<file path="config.mk">
export PLATFORM = sky130hd
export DESIGN_NAME = hofc_top
export DESIGN_NICKNAME = d
export VERILOG_FILES = /design/src/verilog/hofc_pkg.sv /design/src/verilog/hofc_lowpass.sv /design/src/verilog/hofc_interp.sv /design/src/verilog/hofc_top.sv
export VERILOG_INCLUDE_DIRS = /design/src /design/src/verilog
export SDC_FILE = /design/constraint.sdc
export NUM_CORES = 1
export LEC_CHECK = 0
export BUFFER_PORTS_ARGS = -buffer_cell sky130_fd_sc_hd__buf_2
export CAP_MARGIN = 40
export CORE_MARGIN = 1
export CORE_UTILIZATION = 55
export DETAILED_ROUTE_END_ITERATION = 10
export PLACE_DENSITY = 0.82
export REMOVE_ABC_BUFFERS = 1
export SLEW_MARGIN = 5
export SYNTH_ARGS = -nofsm -noshare
export SYNTH_HDL_FRONTEND = slang
export SYNTH_SLANG_ARGS = --single-unit
</file>
<file path="constraint.sdc">
create_clock -name sys_clk_i -period 11.1 [get_ports sys_clk_i]
set_clock_uncertainty 0.2 [all_clocks]
set_input_delay 0.555 -clock sys_clk_i [delete_from_list [all_inputs] [get_ports sys_clk_i]]
set_output_delay 0.555 -clock sys_clk_i [all_outputs]
set_load 0.005 [all_outputs]
</file>
<file path="src/verilog/hofc_params.svh">
// constants for the hall output filter, clamp and diagnostics block
`ifndef HOFC_PARAMS_SVH
`define HOFC_PARAMS_SVH

// ============================================================
// timing: rates in Hz, cycle counts derived from the clock
// ============================================================
`define HOFC_CLK_HZ 10000000
`define HOFC_LP_RATE_HZ 16000
`define HOFC_DAC_RATE_HZ 256000
`define HOFC_LP_DIV (`HOFC_CLK_HZ / `HOFC_LP_RATE_HZ)
`define HOFC_DAC_DIV (`HOFC_CLK_HZ / `HOFC_DAC_RATE_HZ)
`define HOFC_DIV_W 10

// ============================================================
// data path widths and shaping
// ============================================================
`define HOFC_ADC_W 16
`define HOFC_CODE_W 12
`define HOFC_WIDE_W 20
`define HOFC_CODE_MAX 12'hfff
`define HOFC_SAT_HI 20'sh00fff
`define HOFC_CODE_MID 20'sh00800
`define HOFC_IN_SHIFT 3
`define HOFC_ACC_W 24
`define HOFC_LP_FRAC 8
`define HOFC_LP_BYPASS 3'h7
`define HOFC_LP_SHIFT_TOP 3'h7
`define HOFC_INT_STEPS 5'h10
`define HOFC_INT_SHIFT 4
`define HOFC_EE_W 16
`define HOFC_BAD_MAX 2'h2

// ============================================================
// register map (byte offsets, low address byte decoded)
// ============================================================
`define HOFC_OFF_LP 8'h00
`define HOFC_OFF_CL 8'h04
`define HOFC_OFF_CH 8'h08
`define HOFC_OFF_STAT 8'h0c
`define HOFC_OFF_IEN 8'h10
`define HOFC_OFF_ICLR 8'h14
`define HOFC_OFF_CODE 8'h18
`define HOFC_RST_LP 3'h0
`define HOFC_RST_CL 12'h000
`define HOFC_RST_CH 12'hfff

// ============================================================
// status bits
// ============================================================
`define HOFC_ST_W 4
`define HOFC_ST_EE_FIX 0
`define HOFC_ST_EE_FAIL 1
`define HOFC_ST_SUPPLY 2
`define HOFC_ST_CLAMP 3

`endif

</file>
<file path="src/verilog/hofc_pkg.sv">
// types and shared arithmetic for the hall output filter block
`default_nettype none
package hofc_pkg;
`include "hofc_params.svh"

	// eeprom integrity state
	typedef enum logic {EES_SCAN, EES_FAIL} hofc_ee_st_t;

	typedef struct packed {
		logic signed [`HOFC_ACC_W-1:0] acc;
		logic signed [`HOFC_ADC_W-1:0] y;
		logic vld;
	} hofc_lp_st_t;

	typedef struct packed {
		logic [`HOFC_CODE_W-1:0] prev;
		logic [`HOFC_CODE_W-1:0] tgt;
		logic [4:0] k;
		logic [`HOFC_CODE_W-1:0] out;
		logic vld;
	} hofc_int_st_t;

	typedef struct packed {
		logic hrdy;
		logic [31:0] hrdata;
		logic wr_pend;
		logic [7:0] wr_addr;
		logic [2:0] lp_sel;
		logic [`HOFC_CODE_W-1:0] cl;
		logic [`HOFC_CODE_W-1:0] ch;
		logic [`HOFC_ST_W-1:0] status;
		logic [`HOFC_ST_W-1:0] irq_en;
		logic irq;
		logic [`HOFC_DIV_W-1:0] lp_cnt;
		logic [`HOFC_DIV_W-1:0] dac_cnt;
		logic lp_tick;
		logic dac_tick;
		logic [1:0] ee_bad;
		hofc_ee_st_t ee_st;
		logic [`HOFC_CODE_W-1:0] dac_code;
		logic dac_stb;
	} hofc_top_st_t;

	// limit a wide signed value to the unsigned output code range
	function automatic logic [`HOFC_CODE_W-1:0] hofc_sat12(
		input logic signed [`HOFC_WIDE_W-1:0] v);
		if (v < 0) begin
			return '0;
		end else if (v > `HOFC_SAT_HI) begin
			return `HOFC_CODE_MAX;
		end
		return v[`HOFC_CODE_W-1:0];
	endfunction : hofc_sat12

endpackage : hofc_pkg
`default_nettype wire

</file>
<file path="src/verilog/hofc_lowpass.sv">
// selectable first order input low-pass, unity dc gain
`timescale 1ns/1ns
`default_nettype none
`include "hofc_params.svh"
module hofc_lowpass (
	input wire logic sys_clk_i,
	input wire logic reset_i,
	input wire logic clk_en_i,
	input wire logic signed [`HOFC_ADC_W-1:0] x_i,
	input wire logic valid_i,
	input wire logic [2:0] sel_i,
	output logic signed [`HOFC_ADC_W-1:0] y_o,
	output logic valid_o
);
	hofc_pkg::hofc_lp_st_t st_reg, st_next;

	// ============================================================
	// filter update, one step per input sample
	// ============================================================
	always_comb begin
		logic signed [`HOFC_ACC_W-1:0] xs;
		logic signed [`HOFC_ACC_W:0] diff;
		logic [2:0] sh;
		xs = {x_i, {`HOFC_LP_FRAC{1'b0}}};
		diff = (`HOFC_ACC_W+1)'(xs) - (`HOFC_ACC_W+1)'(st_reg.acc);
		sh = `HOFC_LP_SHIFT_TOP - sel_i;
		st_next = st_reg;
		st_next.vld = 1'b0;
		if (valid_i) begin
			if (sel_i == `HOFC_LP_BYPASS) begin
				st_next.acc = xs; // filter off
			end else begin
				// y += (x - y) / 2^sh keeps dc gain exactly one
				st_next.acc = st_reg.acc
					+ `HOFC_ACC_W'(diff >>> sh);
			end
			st_next.y = st_next.acc[`HOFC_ACC_W-1:`HOFC_LP_FRAC];
			st_next.vld = 1'b1; // one result per 16 kHz tick
		end
	end

	// state register, frozen while the clock enable is low
	always_ff @(posedge sys_clk_i) begin
		if (reset_i) begin
			st_reg <= '0;
		end else if (clk_en_i) begin
			st_reg <= st_next;
		end
	end

	assign y_o = st_reg.y;
	assign valid_o = st_reg.vld;
endmodule : hofc_lowpass
`default_nettype wire

</file>
<file path="src/verilog/hofc_interp.sv">
// always-on linear interpolator from 16 kHz codes to the dac rate
`timescale 1ns/1ns
`default_nettype none
`include "hofc_params.svh"
module hofc_interp (
	input wire logic sys_clk_i,
	input wire logic reset_i,
	input wire logic clk_en_i,
	input wire logic new_i,
	input wire logic [`HOFC_CODE_W-1:0] code_i,
	input wire logic step_i,
	output logic [`HOFC_CODE_W-1:0] code_o,
	output logic valid_o
);
	hofc_pkg::hofc_int_st_t st_reg, st_next;

	// ============================================================
	// ramp from the last output toward the newest code
	// ============================================================
	always_comb begin
		logic signed [`HOFC_WIDE_W-1:0] diff;
		logic signed [`HOFC_WIDE_W-1:0] prod;
		diff = '0;
		prod = '0;
		st_next = st_reg;
		st_next.vld = 1'b0;
		// new sample restarts the ramp from where the output stands
		if (new_i) begin
			st_next.prev = st_reg.out;
			st_next.tgt = code_i;
			st_next.k = '0;
		end
		diff = `HOFC_WIDE_W'(signed'({1'b0, st_next.tgt}))
			- `HOFC_WIDE_W'(signed'({1'b0, st_next.prev}));
		// no bypass exists: every dac sample passes here
		if (step_i) begin
			if (st_next.k < `HOFC_INT_STEPS) begin
				st_next.k = st_next.k + 5'h01;
			end
			prod = diff * `HOFC_WIDE_W'(signed'({1'b0, st_next.k}));
			st_next.out = hofc_pkg::hofc_sat12(
				`HOFC_WIDE_W'(signed'({1'b0, st_next.prev}))
				+ (prod >>> `HOFC_INT_SHIFT));
			st_next.vld = 1'b1;
		end
	end

	// state register, frozen while the clock enable is low
	always_ff @(posedge sys_clk_i) begin
		if (reset_i) begin
			st_reg <= '0;
		end else if (clk_en_i) begin
			st_reg <= st_next;
		end
	end

	assign code_o = st_reg.out;
	assign valid_o = st_reg.vld;
endmodule : hofc_interp
`default_nettype wire

</file>
<file path="src/verilog/hofc_top.sv">
// hall output back end: filters, clamp, diagnostics, ahb-lite regs
//
// The address map and the AHB-Lite interface to the registers were decided locally.
`timescale 1ns/1ns
`default_nettype none
`include "hofc_params.svh"
module hofc_top (
	input wire logic sys_clk_i,
	input wire logic reset_i,
	input wire logic clk_en_i,
	// ahb-lite slave
	input wire logic hsel_i,
	input wire logic [31:0] haddr_i,
	input wire logic [1:0] htrans_i,
	input wire logic hwrite_i,
	input wire logic [2:0] hsize_i,
	input wire logic [31:0] hwdata_i,
	input wire logic hready_i,
	output logic [31:0] hrdata_o,
	output logic hreadyout_o,
	output logic hresp_o,
	// converter samples and supply monitor
	input wire logic signed [`HOFC_ADC_W-1:0] adc_data_i,
	input wire logic supply_low_i,
	input wire logic supply_high_i,
	// eeprom line stream with per-line even parity
	input wire logic ee_valid_i,
	input wire logic [`HOFC_EE_W-1:0] ee_data_i,
	input wire logic ee_par_i,
	input wire logic ee_last_i,
	// filtered samples and dac feed
	output logic signed [`HOFC_ADC_W-1:0] lp_data_o,
	output logic lp_valid_o,
	output logic [`HOFC_CODE_W-1:0] dac_code_o,
	output logic dac_strobe_o,
	output logic irq_o
);
	hofc_pkg::hofc_top_st_t st_reg, st_next;

	logic signed [`HOFC_ADC_W-1:0] lp_y;
	logic lp_vld;
	logic [`HOFC_CODE_W-1:0] sat_code;
	logic [`HOFC_CODE_W-1:0] int_code;
	logic int_vld;

	// ============================================================
	// shared decode and arithmetic
	// ============================================================
	// low limit first, then high, so high wins when the two cross
	// equal limits pin the output to one fixed code
	function automatic logic [`HOFC_CODE_W-1:0] clamp_code(
		input logic [`HOFC_CODE_W-1:0] c,
		input logic [`HOFC_CODE_W-1:0] lo,
		input logic [`HOFC_CODE_W-1:0] hi);
		logic [`HOFC_CODE_W-1:0] r;
		r = c;
		if (r < lo) begin
			r = lo;
		end
		if (r > hi) begin
			r = hi;
		end
		return r;
	endfunction : clamp_code

	// odd parity over data and parity bit marks a line as bad
	// repair belongs to the line reader; here lines are only classified
	function automatic logic line_bad(
		input logic [`HOFC_EE_W-1:0] d,
		input logic p);
		return ^{d, p};
	endfunction : line_bad

	// register read mux; write-only and unmapped offsets read zero
	// a read sees the state before a write of the same cycle lands
	function automatic logic [31:0] reg_read(
		input logic [7:0] addr,
		input hofc_pkg::hofc_top_st_t s);
		logic [31:0] r;
		r = '0;
		case (addr)
			`HOFC_OFF_LP: begin
				r = 32'(s.lp_sel);
			end
			`HOFC_OFF_CL: begin
				r = 32'(s.cl);
			end
			`HOFC_OFF_CH: begin
				r = 32'(s.ch);
			end
			`HOFC_OFF_STAT: begin
				r = 32'(s.status);
			end
			`HOFC_OFF_IEN: begin
				r = 32'(s.irq_en);
			end
			`HOFC_OFF_CODE: begin
				r = 32'(s.dac_code);
			end
			default: begin
				r = '0;
			end
		endcase
		return r;
	endfunction : reg_read

	// ============================================================
	// filter stages
	// ============================================================
	hofc_lowpass u_lowpass (
		.sys_clk_i(sys_clk_i),
		.reset_i(reset_i),
		.clk_en_i(clk_en_i),
		.x_i(adc_data_i),
		.valid_i(st_reg.lp_tick),
		.sel_i(st_reg.lp_sel),
		.y_o(lp_y),
		.valid_o(lp_vld)
	);

	// scale filtered value to an offset-binary code and limit it
	assign sat_code = hofc_pkg::hofc_sat12(
		`HOFC_WIDE_W'(lp_y >>> `HOFC_IN_SHIFT)
		+ `HOFC_CODE_MID);

	hofc_interp u_interp (
		.sys_clk_i(sys_clk_i),
		.reset_i(reset_i),
		.clk_en_i(clk_en_i),
		.new_i(lp_vld),
		.code_i(sat_code),
		.step_i(st_reg.dac_tick),
		.code_o(int_code),
		.valid_o(int_vld)
	);

	// ============================================================
	// next state of the whole top level
	// ============================================================
	always_comb begin
		logic [`HOFC_ST_W-1:0] set_bits;
		logic [`HOFC_ST_W-1:0] clr_bits;
		logic [`HOFC_CODE_W-1:0] c;
		logic [1:0] bad;
		logic err;
		logic take;
		set_bits = '0;
		clr_bits = '0;
		c = int_code;
		bad = st_reg.ee_bad;
		err = 1'b0;
		take = 1'b0;
		st_next = st_reg;
		st_next.hrdy = 1'b1;
		st_next.lp_tick = 1'b0;
		st_next.dac_tick = 1'b0;
		st_next.dac_stb = 1'b0;

		// rate dividers; 256 kHz rounds down to a whole cycle count
		if (st_reg.lp_cnt == `HOFC_DIV_W'(`HOFC_LP_DIV - 1)) begin
			st_next.lp_cnt = '0;
			st_next.lp_tick = 1'b1;
		end else begin
			st_next.lp_cnt = st_reg.lp_cnt + `HOFC_DIV_W'(1);
		end
		if (st_reg.dac_cnt == `HOFC_DIV_W'(`HOFC_DAC_DIV - 1)) begin
			st_next.dac_cnt = '0;
			st_next.dac_tick = 1'b1;
		end else begin
			st_next.dac_cnt = st_reg.dac_cnt + `HOFC_DIV_W'(1);
		end

		// eeprom scan: count lines whose parity fails
		if (ee_valid_i) begin
			if (line_bad(ee_data_i, ee_par_i)) begin
				if (bad != `HOFC_BAD_MAX) begin
					bad = bad + 2'h1;
				end
			end
			st_next.ee_bad = bad;
			if (ee_last_i) begin
				st_next.ee_bad = '0;
				// a second bad line cannot be repaired
				if (bad == `HOFC_BAD_MAX) begin
					st_next.ee_st = hofc_pkg::EES_FAIL;
					set_bits[`HOFC_ST_EE_FAIL] = 1'b1;
				end else if (bad != 2'h0) begin
					// single line repaired, output untouched
					set_bits[`HOFC_ST_EE_FIX] = 1'b1;
				end
			end
		end

		// error sources, latched eeprom failure holds until reset
		case (st_reg.ee_st)
			hofc_pkg::EES_SCAN: begin
				err = 1'b0;
			end
			hofc_pkg::EES_FAIL: begin
				err = 1'b1;
			end
			default: begin
				err = 1'b1;
			end
		endcase
		if (supply_low_i || supply_high_i) begin
			err = 1'b1;
			set_bits[`HOFC_ST_SUPPLY] = 1'b1;
		end

		// per-sample clamp ahead of the error override
		if (int_vld) begin
			c = clamp_code(int_code, st_reg.cl, st_reg.ch);
			if (err) begin
				st_next.dac_code = `HOFC_CODE_MAX;
			end else begin
				st_next.dac_code = c;
				set_bits[`HOFC_ST_CLAMP] = (c != int_code);
			end
			st_next.dac_stb = 1'b1;
		end

		// ahb data phase of a write taken last cycle
		if (st_reg.wr_pend) begin
			st_next.wr_pend = 1'b0;
			case (st_reg.wr_addr)
				`HOFC_OFF_LP: begin
					st_next.lp_sel = hwdata_i[2:0];
				end
				`HOFC_OFF_CL: begin
					st_next.cl = hwdata_i[`HOFC_CODE_W-1:0];
				end
				`HOFC_OFF_CH: begin
					st_next.ch = hwdata_i[`HOFC_CODE_W-1:0];
				end
				`HOFC_OFF_IEN: begin
					st_next.irq_en = hwdata_i[`HOFC_ST_W-1:0];
				end
				`HOFC_OFF_ICLR: begin
					clr_bits = hwdata_i[`HOFC_ST_W-1:0];
				end
				default: begin
					st_next.wr_pend = 1'b0;
				end
			endcase
		end

		// ahb address phase; zero wait states, reads answered here
		take = hsel_i && htrans_i[1] && hready_i;
		st_next.hrdata = '0;
		if (take && hwrite_i) begin
			st_next.wr_pend = 1'b1;
			st_next.wr_addr = haddr_i[7:0];
		end
		if (take && !hwrite_i) begin
			st_next.hrdata = reg_read(haddr_i[7:0], st_reg);
		end

		// sticky status: a new event beats a clear in the same cycle
		st_next.status = (st_reg.status & ~clr_bits) | set_bits;
		st_next.irq = |(st_next.status & st_next.irq_en);
	end

	// ============================================================
	// state register
	// ============================================================
	// everything, bus included, freezes while the enable is low
	always_ff @(posedge sys_clk_i) begin
		if (reset_i) begin
			st_reg <= '0;
			st_reg.lp_sel <= `HOFC_RST_LP;
			st_reg.cl <= `HOFC_RST_CL;
			st_reg.ch <= `HOFC_RST_CH;
			st_reg.ee_st <= hofc_pkg::EES_SCAN;
		end else if (clk_en_i) begin
			st_reg <= st_next;
		end
	end

	// outputs straight from state flops, except hresp, which is tied low
	assign hrdata_o = st_reg.hrdata;
	assign hreadyout_o = st_reg.hrdy;
	assign hresp_o = 1'b0; // always okay
	assign lp_data_o = lp_y;
	assign lp_valid_o = lp_vld;
	assign dac_code_o = st_reg.dac_code;
	assign dac_strobe_o = st_reg.dac_stb;
	assign irq_o = st_reg.irq;
endmodule : hofc_top
`default_nettype wire

</file>
# Yosys cells after proc, flatten, opt, wreduce, memory -nomap -nowiden
# Cells that the tools add are included.
# classes
shifts	1
n_lt_le_gt_ge	7
mux	49
bitwise	5
n_addsub	10
eq_ne	15
reduce_logical	20
multipliers	1
# ops
operator	n
$mux W12	12
$pmux W12 S6	1
$eq A8 B5 Y1 const B	4
$mux W29	1
$sshr A25 B3 Y24	1
$sub A24 B24 Y25	1
$add A24 B24 Y24	1
$eq A8 B4 Y1 const B	3
$mux W24	1
$add A10 B1 Y10 const B	2
$mux W10	2
$mul A13 B6 Y19	1
$mux W18	1
$gt A17 B13 Y1 const B	1
$lt A17 B1 Y1 const B	1
$mux W1	17
$reduce_xor A17 Y1	1
$add A13 B15 Y16	1
$eq A8 B3 Y1 const B	2
$logic_not A8 Y1	2
$mux W4	4
$add A13 B13 Y14 const B	1
$gt A14 B13 Y1 const B	1
$lt A14 B1 Y1 const B	1
30 further kinds	45
# totals
output_inout_bits	65
elab_cells	134
register_bits	199

# Depth between registers and ports, before layout
# logic_depth
depth_word	17
depth_mapped	40

# By module
# A second synthesis with hierarchy kept.
# hier_totals
cells_unflattened	1981
area_unflattened_um2	15849.0
# by_module_without_submodules
module	area_each_um2	n_inst	cells_per_inst	seq_area_each_um2
hofc_top	6004.5	1	729	1921.8
hofc_interp	5590.4	1	669	840.8
hofc_lowpass	4254.1	1	583	500.5

# Least setup slack after synthesis
# Ideal clock, no wire load.
# synth_timing
path_type	flip-flop to flip-flop
start	reg u_lowpass.st_reg (netlist bit u_lowpass.y_o[14])
end	reg u_interp.st_reg (netlist bit u_interp.code_o[0])
synth_period_minus_slack_ns	8.278
t_required_ns	10.830
t_arrival_ns	8.008
n_path_buf	2
path_stages_with_launch	41
slack_ns	2.822
cell_sequence	dfxtp_1 inv_1 ha_1 clkbuf_1 a21oi_1 mux2i_1 ha_1 inv_1 fa_1 a21o_1 a21oi_1 o21ai_0 a21oi_1 o21ai_0 a21oi_1 o21bai_1 a21oi_1 xor2_1 [5 not listed] inv_1 ha_1 a2111oi_0 o211ai_1 and2_1 a21oi_1 inv_1 a21oi_1 xnor2_1 ha_1 nand2_1 o21ai_0 o21a_1 nor4b_1 mux2_1 a22oi_1 buf_4 o2bb2ai_1
# synth_via
elab_chain_len	14
word_cells_on_any_way	18
cone_classes	add/sub (3); mul (1); order compare (4); mux (10)
# synth_lines
element	line_no	source
start: declaration	hofc_lowpass.sv:15	hofc_pkg::hofc_lp_st_t st_reg, st_next;
start signal: assignment	hofc_lowpass.sv:47	st_reg <= st_next;
$add A13 B13 Y14 (no source line) (*)	n/a	
$gt A14 B13 Y1 (no source line)	n/a	
$mux W1	hofc_pkg.sv:49	end else if (v > `HOFC_SAT_HI) begin
$mux W1	hofc_pkg.sv:47	if (v < 0) begin
$mux W12 (*)	hofc_pkg.sv:52	return v[`HOFC_CODE_W-1:0];
$mux W29 (*)	hofc_interp.sv:28	if (new_i) begin
$sub A12 B12 Y13 (no source line) (*)	n/a	
$mul A13 B6 Y19 (*)	hofc_interp.sv:40	prod = diff * `HOFC_WIDE_W'(signed'({1'b0, st_next.k}));
$add A13 B15 Y16 (no source line) (*)	n/a	
$gt A17 B13 Y1 (no source line)	n/a	
$mux W1	hofc_pkg.sv:49	
$mux W1	hofc_pkg.sv:47	
$mux W1	hofc_interp.sv:36	if (step_i) begin
$mux W12 (*)	hofc_pkg.sv:52	
end signal: assignment	hofc_interp.sv:53	st_reg <= st_next;
end: declaration	hofc_interp.sv:15	hofc_pkg::hofc_int_st_t st_reg, st_next;
# Every way passes the cells marked *; elsewhere a longest branch is shown, timed or not. The select of a mux whose other input is x is not followed.
# A chain may end at the register's enable or synchronous reset.

# Worst setup path after layout
# layout_timing
start	reg u_lowpass.st_reg (netlist bit u_lowpass.y_o[14])
end	reg u_interp.st_reg (netlist bit u_interp.code_o[3])
# The elaborated chain is that of the path after synthesis.

==> results.txt <==
----------------------------------------------------
[Floorplan]
  Vert. Die Dim ... 167.6 um
  Area of the core ... 0.02695 mm2
  Row cnt ... 60
  Initial core utilization ... 55.98%
  Overall die area ... 0.02810 mm2
  Width of the chip ... 167.6 um
  # IOs ... 177

[Power and ir drop]
  Overall Power ... 1546 uW
  Cell area power density ... 96.02 mW/mm2
  Switching power ... 507.1 uW
  Combinational Power Share ... 22.0%
  Leak pwr ... 0.007574 uW
  Switching power as a share of total power ... 32.80%
  Fraction of power consumed by the clock network ... 39.3%
  Worst VDD drop ... 0.1281 mV
  Cell internal pwr ... 1039 uW
  Relative contribution of sequential cells to total power ... 38.7%

[Synthesis]
  Share of the synthesized area in the top cell type ... 21.63%
  Top cell type by total area after synthesis ... sky130_fd_sc_hd__dfxtp_1
  Top area cells in the synthesized netlist ... sky130_fd_sc_hd__dfxtp_1 (22%), sky130_fd_sc_hd__ha_1 (11%), sky130_fd_sc_hd__nor2_1 (6.4%), sky130_fd_sc_hd__mux2i_1 (5.8%), sky130_fd_sc_hd__fa_1 (5.7%)
  Post-synthesis sequential area ratio ... 21.63%
  Average instance area after synthesis ... 7.933 um2
  Count of unique library cells instantiated by Yosys ... 81
  Top-count cell post-synth ... sky130_fd_sc_hd__nor2_1
  Netlist Area Pre-Place ... 0.01509 mm2
  Count of flip-flops with a built-in enable after synthesis ... 0
  Synth top cells by count ... sky130_fd_sc_hd__nor2_1 (258), sky130_fd_sc_hd__dfxtp_1 (163), sky130_fd_sc_hd__inv_1 (162), sky130_fd_sc_hd__nand2_1 (137), sky130_fd_sc_hd__ha_1 (127)
  Main flop type after synthesis ... sky130_fd_sc_hd__dfxtp_1
  Number of storage elements in the synthesis netlist ... 163
  Synth async-reset ratio ... 0%
  Warnings from Yosys ... 0
  Gate count after technology mapping ... 1,902

[Critical path]
  Dominant cell type by count on the critical path ... sky130_fd_sc_hd__a21oi_1
  Peak per-stage delay on the critical path ... 0.79 ns
  Critical path startpoint ... u_lowpass.y_o[14]$_SDFFE_PP0P_
  Launch instance of the worst register-to-register path ... u_lowpass.y_o[14]$_SDFFE_PP0P_
  Maximum fanout count along the critical path ... 12
  Launching element type of the critical path ... flop
  Element type at the critical path end ... flop
  Worst Path Class, Setup ... flop to flop
  Required time at the worst-slack endpoint ... 11.27 ns
  Critical path data arrival time ... 9.78 ns
  Crit path max-delay cell type ... sky130_fd_sc_hd__a22oi_1
  Worst setup slack for register-to-register paths ... 1.49 ns

[Final layout]
  Design Area, Final ... 0.01610 mm2
  # nets final ... 2,205
  Max FFs per register ... 69
  Area of the multi-input gates ... 0.01049 mm2
  Seq. cell area ... 0.003263 mm2
  Number of inserted filler cells in the final layout ... 2,327
  Fraction of final layout cells with drive strength greater than 1 ... 11.00%
  Area Growth Syn to Fin ... 6.725%
  Final cell utilization of the core ... 59.75%

[Placed design]
  Count of port buffers added during placement ... 107
  Cell area after placement ... 0.01548 mm2
  Final HPWL from detailed placement ... 28.38 mm
  RePlAce Congestion ... 0.8977

[Flow run]
  Number of max-cap violations ... 0

[STA]
  Final Hold Vio Count ... 0
  Achievable clock frequency ... 104.1 MHz
  Setup total negative slack ... 0 ns
  RSZ-0062 raised after global routing ... false
  Max-slew violation count ... 0
  Min Tclk post-route ... 9.610 ns
  Worst-Margin Slew ... 0.9834 ns
  Worst slew slack as a fraction of its limit ... 34.44%
  Setup Viol. Count Final ... 0
  Final worst-path cycle share ... 86.57%

[Clocking]
  Buffer levels on the longest clock path ... 2
  Clock latency reported for the late side of the worst-skew pair ... 0.45 ns
  Number of clock buffers inserted by TritonCTS ... 17
  CTS resizes ... 0
  Hold buffer count at cts ... 0
  Root buffer cell ... sky130_fd_sc_hd__clkbuf_16
  CTS tree ... yes
  Clock sinks ... 163
  CTS H-Tree Depth ... 4
  Clock transition time at the flip-flop clock pins of the worst setup and hold paths ... 0.08 ns
  Setup fix buffers added after clock tree synthesis ... 0

[Global routing]
  Met2 GRT Util ... 45.25%
  Global-route wire length before repair ... 61.91 mm
  Number of antenna violations at the first check in global routing ... 1
  Gr busiest metal ... met2
  GR Util met1 ... 34.28%
  Maximum number of pins on one net before global-route repair ... 77
  Global-route usage over all layers ... 26.61%
  Number of global-route vias before repair ... 12,910
  Remaining global-route overflow ... 0
  Fraction of met3 tracks used by global routing ... 3.569%

[Detailed routing]
  Routed wire per std cell ... 16.46 um
  Overall routed net length ... 37.50 mm
  DRT antenna net count ... 0
  Number of violations reported at the end of detailed-routing iteration 0 ... 1,152
  Drc violations ... 0
  Via Count ... 13,610
  Post-detailed-route via-to-cell ratio ... 5.975
  Pre-Repair DR Iteration Count ... 5

[Min path]
  Worst min-delay path class ... primary input to flop
  Worst hold path startpoint ... hwdata_i[9]

[Run status]
  Run status ... complete, no violations

----------------------------------------------------
-- metrics by stage --
stage	worst slack [ns]	std cells	hold slack (ns)
after floorplan	2.370	1778	0.2345
after global placement	1.779	2239	0.2441
after detailed placement	1.607	2244	0.2498
after CTS	1.548	2276	0.1289
after global routing	0.7784	2278	0.1419
final	1.490	2278	0.1339
-- metal layers --
layer	wire, um	part of all wire, %
met5	0	0
met4	1005	2.7
met3	2392	6.4
met2	17500	47
met1	16610	44
-- worst max-delay path: cells and delay by family, from the launching register on --
family,cells,cell delay (ns)
DFF,1,0.40
and+or+nand+nor,4,0.46
buffers and inverters,5,0.32
muxes,2,0.55
AOI/OAI and AO/OA,17,3.81
xor gates and xnor gates,2,0.46
adders and majority gates,8,3.32
-- path summary, 6_finish.rpt --
check | cells after the start | to
setup / recovery | 38 | u_interp.code_o[3]$_SDFFE_PP0P_
hold / removal | 3 | st_reg[56]$_SDFFE_PP1P_
setup reg to reg | 38 | u_interp.code_o[3]$_SDFFE_PP0P_
hold reg to reg | 2 | hrdata_o[5]$_SDFFE_PP0P_
-- power groups by stage --
stage | registers, uW | clock network, uW | logic (uW)
3_5_place_dp | 611 | 0 | 333
2_1_floorplan | 610 | 0 | 245
6_report | 598 | 608 | 340
4_1_cts | 597 | 611 | 336
5_1_grt | 598 | 635 | 377
3_3_place_gp | 611 | 0 | 319
-- logic make-up after synthesis --
| kind of cell | synth area share [%] |
|---|---|
| DFF | 21.63 |
| adders and majority gates | 16.24 |
| muxes | 8.674 |
| xor gates and xnor gates | 6.883 |
| other | 0.02485 |
| AOI/OAI and AO/OA | 18.66 |
| and+or+nand+nor | 18.56 |
| buffers and inverters | 9.337 |
-- area by class of cell --
class                           count  area share, %
Inverter                          163          3.800
Clock inverter                     15          1.134
Multi-Input combinational cell   1452          65.15
Sequential cell                   163          20.26
Tap cell                          341          2.650
Clock buffer                       17          2.642
Antenna cell                        1        0.01554
Timing Repair Buffer              126          4.343
-- layout by cell type, fill, tap and decap left out, types with 9 or more instances in the layout --
cell,instances
sky130_fd_sc_hd__nand3b_1,14
sky130_fd_sc_hd__ha_1,127
sky130_fd_sc_hd__o2bb2ai_1,13
sky130_fd_sc_hd__buf_4,16
sky130_fd_sc_hd__o21ai_0,61
sky130_fd_sc_hd__nor2_1,258
sky130_fd_sc_hd__a31oi_1,11
sky130_fd_sc_hd__nand2b_1,25
sky130_fd_sc_hd__nor2b_1,18
sky130_fd_sc_hd__o21a_1,21
sky130_fd_sc_hd__conb_1,21
sky130_fd_sc_hd__a211oi_1,55
sky130_fd_sc_hd__dfxtp_1,163
sky130_fd_sc_hd__a221oi_1,9
sky130_fd_sc_hd__xor2_1,42
sky130_fd_sc_hd__a21oi_1,105
sky130_fd_sc_hd__mux2i_1,88
sky130_fd_sc_hd__inv_1,162
sky130_fd_sc_hd__nand2_1,137
sky130_fd_sc_hd__nor3_1,38
sky130_fd_sc_hd__and3_1,18
sky130_fd_sc_hd__mux2_2,29
sky130_fd_sc_hd__clkbuf_16,17
sky130_fd_sc_hd__a22oi_1,15
sky130_fd_sc_hd__nand3_1,27
sky130_fd_sc_hd__a21o_1,36
sky130_fd_sc_hd__buf_2,108
sky130_fd_sc_hd__xnor2_1,74
sky130_fd_sc_hd__nor4b_1,9
sky130_fd_sc_hd__nand4_1,17
sky130_fd_sc_hd__fa_1,43
(Power assumes the default switching activity.)
